--- config.mk ---
export PLATFORM = sky130hd
export DESIGN_NAME = config_set_manager
export DESIGN_NICKNAME = d
export VERILOG_FILES = /design/src/rtl/cfg_set_pkg.sv /design/src/rtl/config_set_manager.sv
export VERILOG_INCLUDE_DIRS = /design/src /design/src/rtl
export SDC_FILE = /design/constraint.sdc
export NUM_CORES = 1
export LEC_CHECK = 0
export BUFFER_PORTS_ARGS = -buffer_cell sky130_fd_sc_hd__buf_2
export CORE_AREA = 2 2 151 153
export DETAILED_ROUTE_END_ITERATION = 8
export DIE_AREA = 0 0 153 155
export GPL_TIMING_DRIVEN = 0
export PLACE_DENSITY = 0.83
export SLEW_MARGIN = 20
export SYNTH_ARGS = -nofsm -noshare
export SYNTH_HDL_FRONTEND = slang
export SYNTH_SLANG_ARGS = --single-unit
--- constraint.sdc ---
create_clock -name clock -period 22.4 [get_ports clock]
set_input_delay 2.24 -clock clock [delete_from_list [all_inputs] [get_ports clock]]
set_output_delay 2.24 -clock clock [all_outputs]
set_load 0.01 [all_outputs]
--- src/rtl/cfg_set_regs.svh ---
// Register offsets, field positions, selector codes, factory set contents and timing counts of the configuration set store
`ifndef CFG_SET_REGS_SVH
`define CFG_SET_REGS_SVH

// ****************************************************************
// Register offsets (word index on the plain register port)
// ****************************************************************
`define OFS_VENDOR_ID        6'h00
`define OFS_MODEL_ID         6'h01
`define OFS_MFR_INFO         6'h02
`define OFS_DEVICE_VERSION   6'h03
`define OFS_FW_VERSION       6'h04
`define OFS_SERIAL           6'h05
`define OFS_USER_NAME        6'h06
`define OFS_SCAN_TYPE        6'h07
`define OFS_SENSOR_WIDTH     6'h08
`define OFS_SENSOR_HEIGHT    6'h09
`define OFS_MAX_WIDTH        6'h0A
`define OFS_MAX_HEIGHT       6'h0B
`define OFS_TEMP_SELECT      6'h0C
`define OFS_TEMP_READING     6'h0D
`define OFS_SLOT_SELECT      6'h0E
`define OFS_FACTORY_SELECT   6'h0F
`define OFS_STARTUP_SELECT   6'h10
`define OFS_COMMAND          6'h11
`define OFS_STATUS           6'h12
`define OFS_GAIN             6'h13
`define OFS_EXPOSURE         6'h14
`define OFS_AUTO_CTRL        6'h15
`define OFS_LUT_VALUE        6'h16

// ****************************************************************
// Field positions
// ****************************************************************
`define CMD_SAVE_BIT         0
`define CMD_LOAD_BIT         1
`define STS_BUSY_BIT         0
`define STS_STARTUP_BIT      1
`define STS_REFUSED_BIT      2

// ****************************************************************
// Selector codes
// ****************************************************************
`define SLOT_DEFAULT         2'h0
`define SLOT_USER1           2'h1
`define SLOT_USER3           2'h3
`define TEMP_SRC_BOARD       2'h0
`define FACTORY_STANDARD     2'h0

// ****************************************************************
// Factory set contents
// ****************************************************************
`define GAIN_LOW             16'h0000
`define GAIN_PLUS_6DB        16'h0200
`define GAIN_COLOR           16'h0040
`define EXPOSURE_STD         16'h1000
`define EXPOSURE_COLOR       16'h0800
`define AUTO_OFF             2'h0
`define AUTO_BOTH_CONT       2'h3
`define WB_NEUTRAL           8'h80
`define WB_DAYLIGHT          8'hA0

// ****************************************************************
// Timing
// ****************************************************************
`define CLK_PERIOD_NS        100
`define NV_XFER_TIME_NS      400
`define NV_XFER_CYCLES       ((`NV_XFER_TIME_NS + `CLK_PERIOD_NS - 1) / `CLK_PERIOD_NS)

`endif

--- src/rtl/cfg_set_pkg.sv ---
// Types shared by the configuration set store
package cfg_set_pkg;

    // Parameters that form one configuration set
    typedef struct packed {
        logic [15:0] gain;
        logic [15:0] exposure;
        logic [1:0]  auto_mode;
        logic [7:0]  white_bal;
    } param_set_type;

    // Register port request
    typedef struct packed {
        logic [5:0]  addr;
        logic [31:0] wdata;
        logic        wr;
        logic        rd;
    } reg_req_type;

    typedef enum logic [1:0] {
        XFER_IDLE,
        XFER_SAVE,
        XFER_LOAD
    } xfer_state_type;

endpackage

--- src/rtl/config_set_manager.sv ---
// Device information registers and configuration set store with save, load and startup load
`include "cfg_set_regs.svh"

// Function
// - Information values are read-only; only the user-assigned name is writable.
// - Serial number is readable at any time, never writable.
// - Board temperature in degrees centigrade, selected by the temperature source selector.
// - Maximum area width and height are read-only, separate from sensor size.
// - Active set is volatile: reset discards it.
// - Every host parameter write while no save, load or startup load is in progress updates the active set and drives operation.
// - Four factory sets are fixed, survive reset and reject modification.
// - High-gain set equals standard set but gain is plus 6 dB.
// - Auto-functions set runs gain and exposure auto continuously, gain kept minimal.
// - Default factory choice survives reset.
// - Default set may be copied into active set on host request.
// - At reset the startup set, default or user set, loads into active set.
// - Three user slots survive reset.
// - Save copies active parameters except lookup table value, which reset clears.
// - Save fully replaces the previous slot contents.
// - Load or factory selection change only while acquisition is idle.
module config_set_manager
    import cfg_set_pkg::*;
#(
    parameter logic [31:0] VENDOR_CODE    = 32'h0000_1234,   // arbitrary value
    parameter logic [31:0] MODEL_CODE     = 32'h0000_0042,   // arbitrary value
    parameter logic [31:0] MFR_INFO       = 32'h0000_0000,
    parameter logic [31:0] DEVICE_VERSION = 32'h0000_0001,
    parameter logic [31:0] FW_VERSION     = 32'h0000_0001,
    parameter logic [31:0] SERIAL_NUMBER  = 32'h0012_3456,   // arbitrary value
    parameter logic [31:0] SCAN_TYPE      = 32'h0000_0000,
    parameter logic [15:0] SENSOR_WIDTH   = 16'h0300,
    parameter logic [15:0] SENSOR_HEIGHT  = 16'h0200,
    parameter logic [15:0] MAX_WIDTH      = 16'h02F0,
    parameter logic [15:0] MAX_HEIGHT     = 16'h01E0
) (
    // Clock and reset
    input  wire logic                      clock,
    input  wire logic                      sys_rst,
    // Register port
    input  wire cfg_set_pkg::reg_req_type  reg_req,
    output      logic [31:0]               reg_rdata,
    // Acquisition status and sensor
    input  wire logic                      acq_running,
    input  wire logic                      acq_pending,
    input  wire logic [15:0]               board_temp_raw,
    // Nonvolatile slot store, kept outside the reset domain
    input  wire cfg_set_pkg::param_set_type nv_user1,
    input  wire cfg_set_pkg::param_set_type nv_user2,
    input  wire cfg_set_pkg::param_set_type nv_user3,
    input  wire logic [1:0]                nv_factory_choice,
    input  wire logic [1:0]                nv_startup_choice,
    output      logic                      nv_wr,
    output      logic [1:0]                nv_wr_slot,
    output      cfg_set_pkg::param_set_type nv_wr_data,
    output      logic                      nv_wr_factory,
    output      logic                      nv_wr_startup,
    output      logic [1:0]                nv_wr_choice,
    // Active set driving the camera
    output      cfg_set_pkg::param_set_type active_set,
    output      logic [31:0]               lut_value
);
    import cfg_set_pkg::*;

    localparam int XFER_CYC = `NV_XFER_CYCLES;

    // ****************************************************************
    // Factory sets, constant logic
    // ****************************************************************
    param_set_type factory_tbl [4];
    assign factory_tbl[0] = '{`GAIN_LOW, `EXPOSURE_STD, `AUTO_OFF, `WB_NEUTRAL};
    assign factory_tbl[1] = '{`GAIN_PLUS_6DB, `EXPOSURE_STD, `AUTO_OFF, `WB_NEUTRAL};
    assign factory_tbl[2] = '{`GAIN_LOW, `EXPOSURE_STD, `AUTO_BOTH_CONT, `WB_NEUTRAL};
    assign factory_tbl[3] = '{`GAIN_COLOR, `EXPOSURE_COLOR, `AUTO_OFF, `WB_DAYLIGHT};

    // ****************************************************************
    // Input synchronisers
    // ****************************************************************
    logic [1:0] run_s_r;
    logic [1:0] pend_s_r;
    logic       idle;
    always_ff @(posedge clock or posedge sys_rst) begin
        if (sys_rst) begin
            run_s_r  <= 2'h0;
            pend_s_r <= 2'h0;
        end else begin
            run_s_r  <= {run_s_r[0], acq_running};
            pend_s_r <= {pend_s_r[0], acq_pending};
        end
    end
    assign idle = !run_s_r[1] && !pend_s_r[1];

    // ****************************************************************
    // Host registers
    // ****************************************************************
    logic [31:0]   user_assigned_name_r;
    logic [1:0]    temperature_source_select_r;
    logic [1:0]    set_slot_select_r;
    logic [15:0]   temp_r;
    logic          wr_hit;
    param_set_type source_set;
    logic [1:0]    factory_sel;
    logic [1:0]    startup_sel;

    assign factory_sel = nv_factory_choice;
    assign startup_sel = nv_startup_choice;
    assign wr_hit      = reg_req.wr;

    always_ff @(posedge clock or posedge sys_rst) begin
        if (sys_rst) begin
            user_assigned_name_r        <= 32'h0000_0000;
            temperature_source_select_r <= `TEMP_SRC_BOARD;
            set_slot_select_r           <= `SLOT_DEFAULT;
        end else if (wr_hit) begin
            case (reg_req.addr)
                `OFS_USER_NAME:   user_assigned_name_r <= reg_req.wdata;
                `OFS_TEMP_SELECT: temperature_source_select_r <= reg_req.wdata[1:0];
                `OFS_SLOT_SELECT: set_slot_select_r <= reg_req.wdata[1:0];
                default: ;
            endcase
        end
    end

    // Board temperature sampled each cycle, two-stage for the pin domain
    logic [15:0] temp_s_r;
    always_ff @(posedge clock or posedge sys_rst) begin
        if (sys_rst) begin
            temp_s_r <= 16'h0000;
            temp_r   <= 16'h0000;
        end else begin
            temp_s_r <= board_temp_raw;
            temp_r   <= temp_s_r;
        end
    end

    // ****************************************************************
    // Transfer sequencer
    // ****************************************************************
    xfer_state_type state_r;
    logic [3:0]     cnt_r;
    logic           startup_done_r;
    logic           refused_r;
    logic           save_req;
    logic           load_req;
    logic           cmd_wr;
    logic [1:0]     xfer_slot_r;

    assign cmd_wr   = wr_hit && reg_req.addr == `OFS_COMMAND;
    assign save_req = cmd_wr && reg_req.wdata[`CMD_SAVE_BIT] && set_slot_select_r != `SLOT_DEFAULT;
    assign load_req = cmd_wr && reg_req.wdata[`CMD_LOAD_BIT] && idle;

    always_comb begin
        // Slot latched at command time so a selector write mid-transfer cannot redirect it
        case (xfer_slot_r)
            2'h1:    source_set = nv_user1;
            2'h2:    source_set = nv_user2;
            2'h3:    source_set = nv_user3;
            default: source_set = factory_tbl[factory_sel];
        endcase
    end

    always_ff @(posedge clock or posedge sys_rst) begin
        if (sys_rst) begin
            state_r <= XFER_IDLE;
            cnt_r   <= 4'h0;
            xfer_slot_r <= `SLOT_DEFAULT;
        end else begin
            case (state_r)
                XFER_IDLE: begin
                    cnt_r <= 4'h0;
                    xfer_slot_r <= set_slot_select_r;
                    if (save_req && startup_done_r) begin
                        state_r <= XFER_SAVE;
                    end else if (load_req && startup_done_r) begin
                        state_r <= XFER_LOAD;
                    end
                end
                XFER_SAVE, XFER_LOAD: begin
                    cnt_r <= cnt_r + 4'h1;
                    if (cnt_r == 4'(XFER_CYC - 1)) begin
                        state_r <= XFER_IDLE;
                    end
                end
                default: state_r <= XFER_IDLE;
            endcase
        end
    end

    logic xfer_end;
    assign xfer_end = state_r != XFER_IDLE && cnt_r == 4'(XFER_CYC - 1);

    // Refused command flag: set wins over clear by a fresh command
    always_ff @(posedge clock or posedge sys_rst) begin
        if (sys_rst) begin
            refused_r <= 1'b0;
        end else if (cmd_wr) begin
            refused_r <= !(save_req || load_req) || state_r != XFER_IDLE;
        end
    end

    // ****************************************************************
    // Active set
    // ****************************************************************
    param_set_type startup_set;
    always_comb begin
        case (startup_sel)
            2'h1:    startup_set = nv_user1;
            2'h2:    startup_set = nv_user2;
            2'h3:    startup_set = nv_user3;
            default: startup_set = factory_tbl[factory_sel];
        endcase
    end

    always_ff @(posedge clock or posedge sys_rst) begin
        if (sys_rst) begin
            active_set     <= '0;
            startup_done_r <= 1'b0;
        end else if (!startup_done_r) begin
            active_set     <= startup_set;
            startup_done_r <= 1'b1;
        end else if (state_r == XFER_LOAD && xfer_end) begin
            active_set <= source_set;
        end else if (wr_hit && state_r == XFER_IDLE) begin
            case (reg_req.addr)
                `OFS_GAIN:      active_set.gain      <= reg_req.wdata[15:0];
                `OFS_EXPOSURE:  active_set.exposure  <= reg_req.wdata[15:0];
                `OFS_AUTO_CTRL: begin
                    active_set.auto_mode <= reg_req.wdata[1:0];
                    active_set.white_bal <= reg_req.wdata[15:8];
                end
                default: ;
            endcase
        end
    end

    // Lookup value is volatile and never saved
    always_ff @(posedge clock or posedge sys_rst) begin
        if (sys_rst) begin
            lut_value <= 32'h0000_0000;
        end else if (wr_hit && reg_req.addr == `OFS_LUT_VALUE) begin
            lut_value <= reg_req.wdata;
        end
    end

    // ****************************************************************
    // Nonvolatile write strobes
    // ****************************************************************
    always_ff @(posedge clock or posedge sys_rst) begin
        if (sys_rst) begin
            nv_wr         <= 1'b0;
            nv_wr_slot    <= `SLOT_DEFAULT;
            nv_wr_data    <= '0;
            nv_wr_factory <= 1'b0;
            nv_wr_startup <= 1'b0;
            nv_wr_choice  <= `FACTORY_STANDARD;
        end else begin
            nv_wr         <= state_r == XFER_SAVE && xfer_end;
            nv_wr_factory <= wr_hit && reg_req.addr == `OFS_FACTORY_SELECT && idle;
            nv_wr_startup <= wr_hit && reg_req.addr == `OFS_STARTUP_SELECT;
            if (wr_hit) begin
                nv_wr_choice <= reg_req.wdata[1:0];
            end
            if (state_r == XFER_SAVE && xfer_end) begin
                nv_wr_slot <= xfer_slot_r;
                nv_wr_data <= active_set;
            end
        end
    end

    // ****************************************************************
    // Read port
    // ****************************************************************
    always_ff @(posedge clock or posedge sys_rst) begin
        if (sys_rst) begin
            reg_rdata <= 32'h0000_0000;
        end else if (reg_req.rd) begin
            case (reg_req.addr)
                `OFS_VENDOR_ID:      reg_rdata <= VENDOR_CODE;
                `OFS_MODEL_ID:       reg_rdata <= MODEL_CODE;
                `OFS_MFR_INFO:       reg_rdata <= MFR_INFO;
                `OFS_DEVICE_VERSION: reg_rdata <= DEVICE_VERSION;
                `OFS_FW_VERSION:     reg_rdata <= FW_VERSION;
                `OFS_SERIAL:         reg_rdata <= SERIAL_NUMBER;
                `OFS_USER_NAME:      reg_rdata <= user_assigned_name_r;
                `OFS_SCAN_TYPE:      reg_rdata <= SCAN_TYPE;
                `OFS_SENSOR_WIDTH:   reg_rdata <= {16'h0000, SENSOR_WIDTH};
                `OFS_SENSOR_HEIGHT:  reg_rdata <= {16'h0000, SENSOR_HEIGHT};
                `OFS_MAX_WIDTH:      reg_rdata <= {16'h0000, MAX_WIDTH};
                `OFS_MAX_HEIGHT:     reg_rdata <= {16'h0000, MAX_HEIGHT};
                `OFS_TEMP_SELECT:    reg_rdata <= {30'h0, temperature_source_select_r};
                `OFS_TEMP_READING:   reg_rdata <= (temperature_source_select_r == `TEMP_SRC_BOARD) ?
                                                  {16'h0000, temp_r} : 32'h0000_0000;
                `OFS_SLOT_SELECT:    reg_rdata <= {30'h0, set_slot_select_r};
                `OFS_FACTORY_SELECT: reg_rdata <= {30'h0, factory_sel};
                `OFS_STARTUP_SELECT: reg_rdata <= {30'h0, startup_sel};
                `OFS_COMMAND:        reg_rdata <= {30'h0, state_r == XFER_LOAD, state_r == XFER_SAVE};
                `OFS_STATUS:         reg_rdata <= {29'h0, refused_r, startup_done_r, state_r != XFER_IDLE};
                `OFS_GAIN:           reg_rdata <= {16'h0000, active_set.gain};
                `OFS_EXPOSURE:       reg_rdata <= {16'h0000, active_set.exposure};
                `OFS_AUTO_CTRL:      reg_rdata <= {16'h0000, active_set.white_bal, 6'h00, active_set.auto_mode};
                `OFS_LUT_VALUE:      reg_rdata <= lut_value;
                default:             reg_rdata <= 32'h0000_0000;
            endcase
        end
    end

    // ****************************************************************
    // Assertions
    // ****************************************************************
    AST_STARTUP_LOAD: assert property (@(posedge clock) disable iff (sys_rst)
        $rose(startup_done_r) |-> active_set == $past(startup_set))
        else $error("startup set not loaded");
    AST_SAVE_WRITES: assert property (@(posedge clock) disable iff (sys_rst)
        (state_r == XFER_SAVE && xfer_end) |=> nv_wr && nv_wr_data == $past(active_set))
        else $error("save did not write active set");
    AST_CMD_CLEARS: assert property (@(posedge clock) disable iff (sys_rst)
        (state_r == XFER_IDLE ##1 state_r != XFER_IDLE) |-> ##4 state_r == XFER_IDLE)
        else $error("command did not clear in time");
    AST_LOAD_IDLE: assert property (@(posedge clock) disable iff (sys_rst)
        (state_r == XFER_IDLE ##1 state_r == XFER_LOAD) |-> $past(idle))
        else $error("load started while acquiring");
    AST_FACTORY_IDLE: assert property (@(posedge clock) disable iff (sys_rst)
        nv_wr_factory |-> $past(idle))
        else $error("factory choice changed while acquiring");
    AST_SAVE_SLOT: assert property (@(posedge clock) disable iff (sys_rst)
        nv_wr |-> nv_wr_slot != `SLOT_DEFAULT)
        else $error("save into default slot");
    AST_GAIN_WRITE: assert property (@(posedge clock) disable iff (sys_rst)
        (startup_done_r && wr_hit && reg_req.addr == `OFS_GAIN && state_r == XFER_IDLE)
        |=> active_set.gain == $past(reg_req.wdata[15:0]))
        else $error("gain write lost");
    AST_SERIAL_READ: assert property (@(posedge clock) disable iff (sys_rst)
        (reg_req.rd && reg_req.addr == `OFS_SERIAL) |=> reg_rdata == SERIAL_NUMBER)
        else $error("serial number wrong");
    AST_LOAD_APPLY: assert property (@(posedge clock) disable iff (sys_rst)
        (state_r == XFER_LOAD && xfer_end) |=> active_set == $past(source_set))
        else $error("load did not apply set");

endmodule

==> impl_metrics.toml <==
[status]
status = "finished, final reports clean"

[timing]
tns_ns = 0
drv_slew = 0
hold_violations = 0
relSlewSlack_pct = 22.8
setup_viol = 0
rsz0062_at_grt = "false"
worstMarginPinSlew_ns = 1.14
period_minus_slack_ns = 3.93
fmax_mhz = 254
fin_skew_ns = 0.0105
period_share_pct = 17.6

[grt]
grt_pass1_vias = 10900
grt_pass1_wl_um = 65600
antenna_found_initial = 5
grt.overflow.total = 0
grt_max_degree = 111
grt_use_total_pct = 36.1

[run]
drv_cap = 0

[floorplan]
io_pins = 345
die-width_um = 153
dieHeight_um = 155
start_util_pct = 53.8
num_rows = 55
die_area_um2 = 23700
core_area_um2 = 22200

[placed_design]
gp_congestion = 0.982
place_inst = 1623
hpwl_um = 32700
portBuffers = 337

[finish]
n_fill_cell = 1768
syn2layout_area_growth_pct = 24.1
fin_nets = 1561
fin_util_pct = 66.8
drive_gt1_share_pct = 46.3
stdcell_count = 1671

[yosys]
synth_cell_types = 69
synth_edf_count = 0
avgSynthCellArea_um2 = 12.0
yosysWarnings = 0
async_flop_share_pct = 100
synth_seq_cells = 237
ys.flop_type = "dfrtp_1"
synth_nets = 1194
syn_inst = 999
netlist_area_um2 = 12000
synth_top_cell_area_share_pct = 49.6
yosys-top-cells-area = "dfrtp_1, mux2_2, a22oi_1"
yosys.area.top_type = "dfrtp_1"
ys_seq_area_share_pct = 49.6

[pwr]
p_sw_uw = 318
power_leakage_uw = 0.00723
p_per_area_nw_per_um2 = 72.6
clkPwrFrac_pct = 36.7
pwr-share-seq_pct = 46.2
vdd_ir_drop_max_mv = 0.0538
switching_share_pct = 29.5
pwr-share-comb_pct = 17.0
power.internal_uw = 760

[worst_setup_path]
path_delay_family = "buffers and inverters"
path_cells = "buf_2, buf_4, nand4bb_4, nor3_4, clkbuf_1, a22oi_1, a41oi_1"
critPathMaxStageDelay_ns = 0.69
crit_buf_inv = 3
critPathKind = "input port to flop"
worstPathArrival_ns = 4.39
cp-start-kind = "input port"
slowest_stage = "clkbuf_1"
cp-end-kind = "flop"
cp_max_fo = 10
cp_data_required_time_ns = 22.86

[clock_tree]
path_clk_slew_ns = 0.06
post-cts-setup-buffers = 0
cts_tree = "yes"
clk_path_buf_depth = 3
cts_root_buf = "clkbuf_16"
worstSkewPairLatency_ns = 0.55
numCtsBuffers = 26
hold_buffers = 0
post_cts_resized = 0
cts_sinks = 237
h-tree-depth = 1

[drt]
drt-initial-drc-count = 1255
wl_met3_um = 3790
avgViaCountPerCell = 6.54
met1_length_um = 17300
routed.top_layer = "met4"
drcViolationCount = 0
wl_met2_um = 20600
route.antenna.remaining_nets = 0
firstDrtPassIters = 6
vias = 10900
wirelength_um = 43800
wl_per_cell_um = 26.2

[min_path]
min_path_type = "flop to flop"
## stage by stage
stage	instance area (µm²)	power (µW)	hold slack [ns]	setup WS, ns
2_1_floorplan	12000	594	0.331	13.66
3_3_place_gp	14000	678	0.332	11.20
3_5_place_dp	14100	685	0.335	18.01
4_1_cts	14800	1080	0.347	18.57
5_1_grt	14800	1110	0.356	18.47
6_report	14800	1080	0.346	18.47
## synth_stat cells (3+ instances only)
cell type  number
a211oi_1        3
a41oi_1         9
dfrtp_1       237
mux2i_1        10
clkbuf_1       42
buf_1           6
a221o_1         3
nand3_1        10
a21oi_1        26
o22a_1         20
nor2b_1         6
buf_2          24
mux2_1          5
nand2_1        47
a222oi_1        9
o22ai_1        20
a22oi_1        73
ha_1            5
nand2b_1        7
o21ai_0        46
buf_4           9
a21o_1          3
and3_1          7
mux4_2          3
a22o_1          6
nor2_1         39
a32oi_1         3
o221ai_1        4
a221oi_1       40
a31oi_1         9
inv_1          11
buf_6           6
mux2_2        205
## layer usage
layer	vias up	global-route usage (%)
met2	689	58.0
met5	-	0
met4	0	16.3
met3	155	6.18
li1	4591	-
met1	5490	48.6
## state kept, by name (all words and copies together), names as in the netlist, 4 cells and up
signal	flops
cnt_r	4
user_assigned_name_r	32
lut_value	32
temp_s_r	16
active_set	42
reg_rdata	32
nv_wr_data	42
temp_r	16
## path summary, 6_finish.rpt
check                            startpoint        endpoint  slack (ns)  cells past startpoint
worst max-delay path            reg_req[37]    reg_rdata[5]       18.47                      7
worst min-delay path             run_s_r[0]      run_s_r[1]        0.35                      0
worst max register to register   state_r[1]  nv_wr_data[29]       19.82                      6
worst min register to register   run_s_r[0]      run_s_r[1]        0.35                      0
max in group asynchronous           sys_rst  active_set[37]       19.97                      3
min in group asynchronous           sys_rst     temp_s_r[2]        1.63                      2
## layout by cell type (no fill, tap or decap), types with 39 or more instances in the layout
cell	count
buf_2	361
dfrtp_1	237
mux2_2	205
a22oi_1	73
clkbuf_1	47
nand2_1	47
o21ai_0	46
a221oi_1	40
nor2_1	39
## kinds of logic (layout without fill, tap and decap cells)
| family | Yosys count | after routing | synth area share (%) |
|---|---|---|---|
| AO/OA/AOI/OAI | 292 | 292 | 18.1 |
| flip-flops | 237 | 237 | 49.6 |
| multiplexers | 223 | 223 | 21.2 |
| AND/OR/NAND/NOR | 142 | 142 | 6.49 |
| buffers and inverters | 98 | 480 | 3.98 |
| adder cells (fa/ha/maj) | 6 | 6 | 0.607 |
| other | 1 | 6 | 0.0313 |
## final cells by class
cell class	count	area (µm²)	share of cell area, %
plain buffers	87	435	2.93
clock inverters	11	80.1	0.539
well taps	285	357	2.40
repair buffers	339	1740	11.7
flip-flops and latches	237	5930	39.9
multi-input cells	664	5560	37.4
inverters	11	48.8	0.329
diodes	5	12.5	0.0843
clock buffers	32	683	4.60
## power groups by stage
stage / logic [µW] / registers (µW) / clock network [µW]
CTS: 181 / 497 / 398
detailed placement: 180 / 504 / 0
floorplan: 93.0 / 501 / 0
finish: 184 / 499 / 396
global placement: 176 / 503 / 0
global route: 195 / 501 / 417
Power figures use the tool's default switching activity.
